`config.mk`:
```
export PLATFORM = sky130hd
export DESIGN_NAME = ucs_regs
export DESIGN_NICKNAME = d
export VERILOG_FILES = /design/src/inc/ucs_pkg.sv /design/src/hdl/ucs_regs.sv
export SDC_FILE = /design/constraint.sdc
export NUM_CORES = 1
export LEC_CHECK = 0
export BUFFER_PORTS_ARGS = -buffer_cell sky130_fd_sc_hd__buf_2
export CORE_ASPECT_RATIO = 1.25
export CORE_MARGIN = 10
export CORE_UTILIZATION = 59
export CTS_CLUSTER_SIZE = 12
export DETAILED_ROUTE_END_ITERATION = 7
export GPL_ROUTABILITY_DRIVEN = 1
export PLACE_DENSITY = 0.86
export SYNTH_ARGS = -nofsm -noshare
export SYNTH_HDL_FRONTEND = slang
export SYNTH_SLANG_ARGS = --single-unit
```
`constraint.sdc`:
```
create_clock -name mclk -period 3.3 [get_ports mclk]
set_input_delay 0.66 -clock mclk [delete_from_list [all_inputs] [get_ports mclk]]
set_output_delay 0.66 -clock mclk [all_outputs]
set_load 0.02 [all_outputs]
```
`src/inc/ucs_pkg.sv`:
```
// Purpose: constants and carriers for the charger setup register bank
// Assumes: byte-wide register port, offsets as printed
// Notes: field positions and reset values live here only
package ucs_pkg;
  // ---------------------------------------------------------------
  // register offsets
  // ---------------------------------------------------------------
  localparam logic [7:0] ADDR_CURRENT_LIMIT = 8'h02;
  localparam logic [7:0] ADDR_RETRY_DETECT = 8'h03;
  localparam logic [7:0] ADDR_CONFIG_DONE = 8'h04;
  localparam logic [7:0] ADDR_SAMPLE_REQ = 8'h05;
  localparam logic [7:0] ADDR_TYPEC_REQ = 8'h06;
  // ---------------------------------------------------------------
  // field positions
  // ---------------------------------------------------------------
  localparam int UV_DIS_BIT = 4;
  localparam int THR_LSB = 0;
  localparam int RETRY_LSB = 6;
  localparam int CD_LSB = 4;
  localparam int TC_DIS_BIT = 3;
  localparam int PASS_BIT = 2;
  localparam int SRC_LSB = 0;
  localparam int DONE_BIT = 0;
  localparam int SREQ_BIT = 0;
  localparam int FERR_BIT = 1;
  localparam int FRST_BIT = 0;
  // ---------------------------------------------------------------
  // reset values
  // ---------------------------------------------------------------
  localparam logic RST_UV_DIS = 1'h0;
  localparam logic [2:0] RST_THR = 3'h7;
  localparam logic [1:0] RST_RETRY = 2'h0;
  localparam logic RST_TC_DIS = 1'h0;
  localparam logic RST_PASS = 1'h1;
  localparam logic [1:0] RST_SRC = 2'h1;
  localparam logic [1:0] CD_SDP = 2'h0;
  localparam logic [1:0] CD_AUTO_CDP = 2'h1;
  // ---------------------------------------------------------------
  // timing: retry delays in microseconds, clock 25 MHz
  // ---------------------------------------------------------------
  localparam int CLK_MHZ = 25;
  localparam int RETRY0_US = 2000000;
  localparam int RETRY1_US = 1000000;
  localparam int RETRY2_US = 500000;
  localparam int RETRY3_US = 16000;
  localparam int RETRY0_CYC = RETRY0_US * CLK_MHZ;
  localparam int RETRY1_CYC = RETRY1_US * CLK_MHZ;
  localparam int RETRY2_CYC = RETRY2_US * CLK_MHZ;
  localparam int RETRY3_CYC = RETRY3_US * CLK_MHZ;

  typedef enum logic [1:0] {
    ST_BOOT = 2'b00,
    ST_IDLE = 2'b01,
    ST_SAMPLE = 2'b10
  } ucs_state_e;

  // register bus request carrier
  typedef struct packed {
    logic wr;
    logic rd;
    logic [7:0] addr;
    logic [7:0] wdata;
  } ucs_req_s;

  // decoded configuration as seen by the analog blocks
  typedef struct packed {
    logic uv_fault_en;
    logic [2:0] dc_current_threshold;
    logic [1:0] fault_retry_delay;
    logic [1:0] charge_detect_select;
    logic typec_detect_disable;
    logic plug_supply_passthru;
    logic [1:0] advertised_source_current;
  } ucs_cfg_s;
endpackage

```
`src/hdl/ucs_regs.sv`:
```
// Purpose: setup and request registers of the usb charger
// Assumes: one clock mclk at 25 MHz, async active-low reset
// Notes: strap pin is synchronised, sampled once after reset
`timescale 1ns/1ps
// Contract
// - bit4 set suppresses limit undervoltage fault
// - bits 2:0 pick dc threshold, reset 111
// - bits 7:6 pick fault retry delay
// - bits 5:4 pick charge detect mode
// - charge detect preloaded from variant and pin
// - bit2 passes plug supply, reduced variant ignores
// - bits 1:0 advertise source current, reset 01
// - buck held off until configured bit written
// - writing sample bit starts one sampling
// - sample bit self clears after results update
// - completion shown as data ready flag
// - force error pulses recovery, reads zero
// - source reset restarts detection, reads zero
module ucs_regs
  import ucs_pkg::*;
#(
  parameter bit REDUCED_VARIANT = 1'b0,
  parameter int RETRY_SCALE = 1
) (
  input wire logic mclk,
  input wire logic rst_n,
  input wire logic clk_en,
  input wire ucs_req_s req,
  output logic [7:0] rdata,
  input wire logic charge_mode_pin,
  input wire logic fault_event,
  input wire logic sample_done,
  output logic sample_start,
  output logic buck_enable,
  output logic retry_active,
  output logic data_ready,
  output logic force_error_recovery,
  output logic force_unattached_restart,
  output ucs_cfg_s cfg
);
  // ---------------------------------------------------------------
  // state
  // ---------------------------------------------------------------
  typedef struct packed {
    ucs_state_e st;
    logic [2:0] pin_sync;
    logic [2:0] pin_fill;
    logic uv_dis;
    logic [2:0] thr;
    logic [1:0] retry;
    logic [1:0] cd;
    logic tc_dis;
    logic pass;
    logic [1:0] src;
    logic done;
    logic sreq;
    logic sstart;
    logic dready;
    logic ferr;
    logic frst;
    logic [31:0] retry_cnt;
    logic ract;
    logic [7:0] rdata;
    ucs_cfg_s cfg;
  } ucs_regs_s;

  ucs_regs_s s_q;
  ucs_regs_s s_d;

  // retry length for a delay code; scale lets simulation shorten it
  function automatic logic [31:0] retry_cycles(input logic [1:0] code);
    int c;
    unique case (code)
      2'h0: c = RETRY0_CYC;
      2'h1: c = RETRY1_CYC;
      2'h2: c = RETRY2_CYC;
      default: c = RETRY3_CYC;
    endcase
    return 32'(c / RETRY_SCALE);
  endfunction

  // ---------------------------------------------------------------
  // next state
  // ---------------------------------------------------------------
  always_comb begin
    logic wr_cl;
    logic wr_rd;
    logic wr_dn;
    logic wr_sr;
    logic wr_tc;
    s_d = s_q;
    wr_cl = req.wr && req.addr == ADDR_CURRENT_LIMIT;
    wr_rd = req.wr && req.addr == ADDR_RETRY_DETECT;
    wr_dn = req.wr && req.addr == ADDR_CONFIG_DONE;
    wr_sr = req.wr && req.addr == ADDR_SAMPLE_REQ;
    wr_tc = req.wr && req.addr == ADDR_TYPEC_REQ;
    // three-stage sampler for the strap pin
    s_d.pin_sync = {s_q.pin_sync[1:0], charge_mode_pin};
    // fill marker: stages hold real pin samples once it is full
    s_d.pin_fill = {s_q.pin_fill[1:0], 1'b1};
    s_d.sstart = 1'b0;
    s_d.ferr = 1'b0;
    s_d.frst = 1'b0;
    unique case (s_q.st)
      ST_BOOT: begin
        // reset zeros in the sampler must not pass for the pin level,
        // so wait for a full sampler whose last two stages agree
        if (s_q.pin_fill[2] && s_q.pin_sync[2] == s_q.pin_sync[1]) begin
          // reduced variant has no auto-cdp strap option
          s_d.cd = (s_q.pin_sync[2] && !REDUCED_VARIANT) ?
                   CD_AUTO_CDP : CD_SDP;
          s_d.st = ST_IDLE;
        end
      end
      ST_IDLE: begin
        if (wr_sr && req.wdata[SREQ_BIT]) begin
          s_d.sreq = 1'b1;
          s_d.sstart = 1'b1;
          s_d.dready = 1'b0;
          s_d.st = ST_SAMPLE;
        end
      end
      ST_SAMPLE: begin
        if (sample_done) begin
          s_d.sreq = 1'b0;
          s_d.dready = 1'b1;
          s_d.st = ST_IDLE;
        end
      end
      default: s_d.st = ST_IDLE;
    endcase
    // writable fields; reserved positions dropped
    if (wr_cl) begin
      s_d.uv_dis = req.wdata[UV_DIS_BIT];
      s_d.thr = req.wdata[THR_LSB +: 3];
    end
    if (wr_rd) begin
      s_d.retry = req.wdata[RETRY_LSB +: 2];
      s_d.cd = req.wdata[CD_LSB +: 2];
      s_d.tc_dis = req.wdata[TC_DIS_BIT];
      s_d.pass = req.wdata[PASS_BIT];
      s_d.src = req.wdata[SRC_LSB +: 2];
    end
    // host may clear it again; buck follows it
    if (wr_dn) begin
      s_d.done = req.wdata[DONE_BIT];
    end
    // request bits only pulse, nothing is stored
    if (wr_tc) begin
      s_d.ferr = req.wdata[FERR_BIT];
      s_d.frst = req.wdata[FRST_BIT];
    end
    // retry timer: restarted by each fault, counts down to zero
    if (fault_event) begin
      s_d.retry_cnt = retry_cycles(s_q.retry);
    end else if (s_q.retry_cnt != 32'h0) begin
      s_d.retry_cnt = s_q.retry_cnt - 32'h1;
    end
    // running flag kept in a flop so the output is registered
    s_d.ract = s_d.retry_cnt != 32'h0;
    // read data, reserved and typec request bits read zero
    s_d.rdata = 8'h00;
    if (req.rd) begin
      unique case (req.addr)
        ADDR_CURRENT_LIMIT: begin
          s_d.rdata[UV_DIS_BIT] = s_q.uv_dis;
          s_d.rdata[THR_LSB +: 3] = s_q.thr;
        end
        ADDR_RETRY_DETECT: begin
          s_d.rdata[RETRY_LSB +: 2] = s_q.retry;
          s_d.rdata[CD_LSB +: 2] = s_q.cd;
          s_d.rdata[TC_DIS_BIT] = s_q.tc_dis;
          s_d.rdata[PASS_BIT] = s_q.pass;
          s_d.rdata[SRC_LSB +: 2] = s_q.src;
        end
        ADDR_CONFIG_DONE: s_d.rdata[DONE_BIT] = s_q.done;
        ADDR_SAMPLE_REQ: s_d.rdata[SREQ_BIT] = s_q.sreq;
        default: s_d.rdata = 8'h00; // typec request reads zero
      endcase
    end
    // decoded config outputs
    s_d.cfg.uv_fault_en = !s_d.uv_dis;
    s_d.cfg.dc_current_threshold = s_d.thr;
    s_d.cfg.fault_retry_delay = s_d.retry;
    s_d.cfg.charge_detect_select = s_d.cd;
    s_d.cfg.typec_detect_disable = s_d.tc_dis;
    s_d.cfg.plug_supply_passthru = s_d.pass && !REDUCED_VARIANT;
    s_d.cfg.advertised_source_current = s_d.src;
  end

  // ---------------------------------------------------------------
  // registers
  // ---------------------------------------------------------------
  always_ff @(posedge mclk or negedge rst_n) begin
    if (!rst_n) begin
      s_q <= '0;
      s_q.st <= ST_BOOT;
      s_q.thr <= RST_THR;
      s_q.uv_dis <= RST_UV_DIS;
      s_q.retry <= RST_RETRY;
      s_q.cd <= CD_SDP;
      s_q.tc_dis <= RST_TC_DIS;
      s_q.pass <= RST_PASS;
      s_q.src <= RST_SRC;
      s_q.cfg.uv_fault_en <= 1'b1;
      s_q.cfg.dc_current_threshold <= RST_THR;
      s_q.cfg.plug_supply_passthru <= RST_PASS && !REDUCED_VARIANT;
      s_q.cfg.advertised_source_current <= RST_SRC;
    end else if (clk_en) begin
      s_q <= s_d;
    end
  end

  // outputs straight from flops
  assign rdata = s_q.rdata;
  assign cfg = s_q.cfg;
  assign sample_start = s_q.sstart;
  assign buck_enable = s_q.done;
  assign retry_active = s_q.ract;
  assign data_ready = s_q.dready;
  assign force_error_recovery = s_q.ferr;
  assign force_unattached_restart = s_q.frst;
endmodule

```
==> run summary, run 1 <==
status: finished, final reports clean
Die Y: 116 um
Setup violations, final: 0
Critical Path AT: 3.38 ns
Critical Path Source: s_q[35]$_DFFE_PN0P_
Cell Chain, Critical Path: nor4_4, nand3_2, nor3_2, nor4_1, buf_4, xnor2_1, o21ai_0, a2111oi_0, buf_4, a31oi_1
Power Dens Cells: 451 nW/um2
Crit Path Max Fanout: 9
CP dominant cell by count: buf_4
vias in the first global route: 3800
Detailed Place HPWL: 8610 um
worst setup path class: reg -> reg
MaxCap Viol Count: 0
Starting DRT DRC Count: 371
postcts setup bufs: 0
worst slew pin tran: 0.904 ns
share of the synthesized area in the top cell type: 35.7%
Reg2Reg Depth: 10
Yosys cell types: 61
Yosys warnings: 0
clock sink total: 68
Power Total: 2.15 mW
PostCTS Resize Cnt: 0
cts bufs inserted: 9
Detailed Routing Iterations Pass 1: 5
clk root buf: clkbuf_8
Area Overhead vs Synth: 9.43%
Die X: 96.8 um
multi-input logic area: 2330 um2
Net Count, Synth: 501
Avg Cell Area, Syn: 9.28 um2
combinational power share: 22.3%
row count: 34
register bit count reported by yosys: 68
top-level port count: 50
detailed-route wire length per cell: 19.6 um
Post-synth EDFFs: 0
storage element area: 1710 um2
total die area: 11200 um2
register area share after synthesis: 39.3%
nets: 533
Ant. Diodes: 0
post-synthesis cell area: 4350 um2
sequential share of power: 46.7%
cts hold-fix bufs: 0
Slew HR: 39.7%
R2R Path Start: s_q[35]$_DFFE_PN0P_
Skew-Pair Late Insertion Delay: 0.37 ns
R2R Setup Slk: 0.16 ns
Hold Fails Final Rpt: 0
cell area after layout: 4760 um2
Worst path max stage delay: 0.55 ns
DRC viols: 0
asr flop ratio synth: 100%
Initial Util: 61.6%
htree depth: 3
CTS tree: done
Final min period: 3.14 ns
worst path required time: 3.55 ns
number of port buffers: 49
power share of the clock group: 31.0%
final-layout fill cell count: 579
RSZ-0062 raised after global routing: false
CTS Buffer Depth: 2
total number of vias: 3868
switch share: 35.0%
CTS clk-pin slew, worst paths: 0.09 ns
Leakage: 2.02 nW
layout cell share with drive strength beyond 1: 26.9%
Most Used Layer, Global Route: met2
Setup crit start kind: register
antenna viol nets, final: 0
cell family with most CP delay: simple AND/OR/NAND/NOR gates
Post-Route Setup TNS: 0 ns
Vias/cell: 6.49
period utilization: 95.0%
Global Route met2 Usage: 36.4%
core area: 7060 um2
top post-synthesis cells by area: dfrtp_1 36%, mux2_2 6.2%, o21ai_0 4.0%, dfstp_2 3.6%, nand2_1 3.5%
Buf/Inv on CP: 2
Max Clock Skew: 0.0161 ns
Pint: 1.40 mW
GP Congestion: 1.03
antenna violations before repair: 0
Main synth FF type: dfrtp_1
GRT overflow: 0
maximum clock frequency: 319 MHz
HP Class: in -> async
P_sw: 751 uW
met3 Use GR: 5.06%
Setup crit end kind: register
WL final: 11700 um
largest net degree at the start of global routing: 47
Max stage delay cell, worst path: a2111oi_0
Mapped Cells: 469
max-slew violations: 0
met1 Track Usage GR: 23.1%
first-pass GRT wire length: 19100 um
Synth area leader: dfrtp_1
RR Endpoint: retry_active$_DFFE_PN0P_
Placed Area: 4580 um2
worst vdd ir: 322 uV
total track usage: 20.6%
[registers in the layout, summed over array words and instances, names as in the netlist]
signal / flops
s_q: 38
cfg: 12
rdata: 8
s_d: 4
buck_enable: 1
data_ready: 1
force_error_recovery: 1
force_unattached_restart: 1
retry_active: 1
sample_start: 1
[metal layers]
layer  part of all wire [%]  routed length (um)
met5                      0                   0
met3                    7.4                 862
met2                     51                5940
met4                    3.2                 373
met1                     39                4510
[cells in the final DEF, fill, tap and decap left out, drive strengths merged, types with 4 or more instances in the layout]
cell,synthesis,final
o41ai,4,4
mux2i,11,11
or4,4,4
dfstp,6,6
nand4,8,8
nor3,17,17
or3,10,10
o2bb2ai,5,5
a22o,14,14
o31a,9,9
nor2b,4,4
xnor2,8,8
a31oi,5,5
buf,33,66
dfrtp,62,62
a21oi,9,9
o31ai,12,12
mux2,24,24
inv,13,16
o21ai,35,35
nand3,12,12
nor2,40,40
nand2,41,41
nor4,18,18
nand2b,7,7
ha,8,8
clkbuf,12,10
or2,5,5
[area by class of cell]
type	instances	share of cell area [%]
Inverter	14	1.10
Tap cell	90	2.37
Multi-Input combinational cell	342	48.9
Clock inverter	6	0.972
Clock buffer	10	2.89
Timing Repair Buffer	66	7.83
Sequential cell	68	35.9
[synthesized netlist by cell type, types with 9 or more instances]
| cell | instances |
|---|---|
| o31ai_1 | 12 |
| nor4_1 | 15 |
| mux2i_1 | 11 |
| a22o_1 | 14 |
| a21oi_1 | 9 |
| nor2_1 | 40 |
| nand2_1 | 41 |
| nor3_1 | 12 |
| inv_1 | 13 |
| dfrtp_1 | 62 |
| clkbuf_1 | 12 |
| nand3_1 | 11 |
| mux2_2 | 24 |
| buf_4 | 20 |
| o21ai_0 | 35 |
[through the flow]
| step | util, % | hold slack, ns | setup WS [ns] | instances |
|---|---|---|---|---|
| floorplan | - | 0.364 | 0.623 | 469 |
| finish | 67.4 | 0.421 | 0.165 | 596 |
| detailed placement | 64.8 | 0.455 | 0.344 | 580 |
| global route | 67.4 | 0.481 | 0.0489 | 596 |
| CTS | 67.4 | 0.438 | 0.333 | 596 |
| global placement | 64.8 | 0.446 | 0.418 | 580 |
[power by group through the flow]
stage | Sequential, mW | Clock [mW] | Combinational, mW
6_report | 1.00 | 0.666 | 0.479
5_1_grt | 1.02 | 0.707 | 0.528
4_1_cts | 1.00 | 0.679 | 0.476
3_5_place_dp | 1.02 | 0 | 0.474
3_3_place_gp | 1.01 | 0 | 0.456
2_1_floorplan | 0.994 | 0 | 0.345
[cell families (layout without fill, tap and decap cells)]
group / after synthesis / in the layout / synth area share [%]
xor+xnor: 10 / 10 / 2.01
compound gates: 111 / 111 / 17.7
simple gates: 178 / 178 / 22.8
flops: 68 / 68 / 39.3
buf+inv: 59 / 96 / 7.16
fa+ha+maj: 8 / 8 / 2.30
mux: 35 / 35 / 8.74
[worst max-delay path by stage]
stage	to	slack (ns)	cells after the start
floorplan	retry_active$_DFFE_PN0P_	0.62	8
global placement	retry_active$_DFFE_PN0P_	0.42	8
detailed placement	retry_active$_DFFE_PN0P_	0.34	9
CTS	retry_active$_DFFE_PN0P_	0.33	9
global route	retry_active$_DFFE_PN0P_	0.05	8
finish	retry_active$_DFFE_PN0P_	0.16	10
[worst register-to-register path, stage by stage (launching register included)]
cell and delay, ns:
dfrtp_1 0.51, nor4_4 0.45, nand3_2 0.23, nor3_2 0.38
nor4_1 0.11, buf_4 0.16, xnor2_1 0.22, o21ai_0 0.13
a2111oi_0 0.55, buf_4 0.20, a31oi_1 0.07
Note: power is estimated with default switching activity, not from simulation.
==> run 2, diff against run 1 <==
- CORE_UTILIZATION: 59 -> 35
- MAX_ROUTING_LAYER: default -> met4
- PLACE_DENSITY: 0.86 -> 0.58
==> run 2 against run 1 <==
Compared with the run above: utilization down 27 points; highest routed layer unchanged; global-route usage shrank 5.7 points; first-iteration DRC count down 50%; clock skew is 0.0083 ns lower; register-to-register slack improved by 0.12 ns; largest cell class unchanged.
==> run summary, run 2 (same netlist as run 1, synthesis figures left out) <==
worst vdd ir: 233 uV (-28%)
Final WS setup: 0.288 ns (+0.124 ns)
max-slew violations: 0 (unchanged)
top-level port count: 50 (unchanged)
number of port buffers: 49 (unchanged)
post-layout util: 40.6% (-27 points)
Power Dens Cells: 483 nW/um2 (+7.1%)
PostCTS Resize Cnt: 0 (unchanged)
postcts setup bufs: 0 (unchanged)
commonest cells after routing, fill and taps aside: 62 x dfrtp_1, 48 x buf_2, 41 x nand2_1
row count: 45 (+32%)
maximum clock frequency: 332 MHz (+4.1%)
worst setup path class: reg -> reg
CTS Buffer Depth: 2 (unchanged)
Vias/cell: 5.62 (-13%)
Setup crit end kind: register
Detailed Routing Iterations Pass 1: 5 (unchanged)
Power Total: 2.38 mW (+11%)
R2R Setup Slk: 0.29 ns (+0.12 ns)
period utilization: 91.3% (-3.7 points)
Starting DRT DRC Count: 185 (-50%)
cell area after layout: 4930 um2 (+3.6%)
status: finished, final reports clean
post-place setup slack: 0.347 ns (+0.00352 ns)
vias in the first global route: 3961 (+4.2%)
Die Y: 145 um (+25%)
CTS clk-pin slew, worst paths: 0.06 ns (-0.03 ns)
Post-Route Setup TNS: 0 ns (unchanged)
Slew HR: 40.0% (+0.22 points)
HP Class: in -> async
max FFs per register: 38 (unchanged)
total track usage: 14.9% (-5.7 points)
clock sink total: 68 (unchanged)
cts bufs inserted: 9 (unchanged)
Die X: 120 um (+24%)
worst path required time: 3.50 ns (-0.05 ns)
detailed-route wire length per cell: 18.4 um (-6.3%)
total die area: 17300 um2 (+54%)
Skew-Pair Late Insertion Delay: 0.33 ns (-0.04 ns)
core area: 12200 um2 (+72%)
Critical Path AT: 3.21 ns (-0.17 ns)
GP Congestion: 0.937 (-9.1%)
htree depth: 3 (unchanged)
Biggest register: s_q
antenna viol nets, final: 0 (unchanged)
Initial Util: 35.8% (-26 points)
worst slew pin tran: 0.901 ns (-0.00325 ns)
Final min period: 3.01 ns (-0.124 ns)
most common cell after layout, fill and taps aside: dfrtp_1
clk root buf: clkbuf_16
Placed Area: 4660 um2 (+1.7%)
Crit Path Max Fanout: 9 (unchanged)
Area Overhead vs Synth: 13.4%
worst hold slack: 0.457 ns (+0.0364 ns)
fin cells: 668 (+12%)
Setup crit start kind: register
Max Clock Skew: 0.00784 ns (-0.00826 ns)
Leakage: 2.05 nW (+1.7%)
CTS tree: done
RSZ-0062 raised after global routing: false
cts hold-fix bufs: 0 (unchanged)
DRC viols: 0 (unchanged)
placed insts: 652 (+12%)
Hold Fails Final Rpt: 0 (unchanged)
nets: 531 (-0.38%)
largest net degree at the start of global routing: 69 (+47%)
MaxCap Viol Count: 0 (unchanged)
WL final: 12300 um (+5.0%)
GRT overflow: 0 (unchanged)
Ant. Diodes: 0 (unchanged)
total number of vias: 3753 (-3.0%)
layout cell share with drive strength beyond 1: 26.4% (-0.49 points)
first-pass GRT wire length: 20300 um (+6.2%)
Setup violations, final: 0 (unchanged)
Detailed Place HPWL: 9100 um (+5.7%)
antenna violations before repair: 0 (unchanged)
==> run 2: area by class of cell <==
| class | count | area [um2] |
|---|---|---|
| clock inverter | 6 | 47.5 |
| inverter | 14 | 52.6 |
| multi-input combinational | 342 | 2330 |
| timing repair buffer | 64 | 360 |
| clock buffer | 10 | 229 |
| fill | 1239 | 7230 |
| sequential | 68 | 1710 |
| tap | 164 | 205 |
==> run 2: metal layers <==
layer / wire length [um] / track usage (%) / part of all wire (%)
met2: 6120 / 25.1 / 50
met1: 5320 / 17.4 / 43
met5: 0 / - / 0
met4: 284 / 5.53 / 2.3
met3: 553 / 3.02 / 4.5
==> run 2: worst max-delay path, cell delays in order (launching register included) <==
cell and delay, ns:
dfrtp_1 0.46, nor3_2 0.37, nand3_1 0.31, o31ai_1 0.56
buf_4 0.26, nor3_1 0.06, nor4_1 0.27, nand4_1 0.15
nor4_1 0.33, a31oi_1 0.12
==> run 2: worst paths after layout <==
check                                    start                        to  cells after the start
max                        s_q[29]$_DFFE_PN0P_  retry_active$_DFFE_PN0P_                      9
min                                      rst_n       s_q[24]$_DFFE_PN0P_                      1
max reg2reg                s_q[29]$_DFFE_PN0P_  retry_active$_DFFE_PN0P_                      9
min reg2reg                s_d[72]$_DFFE_PN0P_       s_d[72]$_DFFE_PN0P_                      1
max in group asynchronous                rst_n       s_q[29]$_DFFE_PN0P_                      1
min in group mclk          s_d[72]$_DFFE_PN0P_       s_d[72]$_DFFE_PN0P_                      1
==> run 2: power by group <==
group          internal, mW  total [mW]  switching, mW  leakage (nW)
clock network         0.517       0.910          0.393         0.134
logic                 0.188       0.473          0.285          1.08
registers             0.909        1.00         0.0933         0.837
total                  1.61        2.38          0.771          2.05
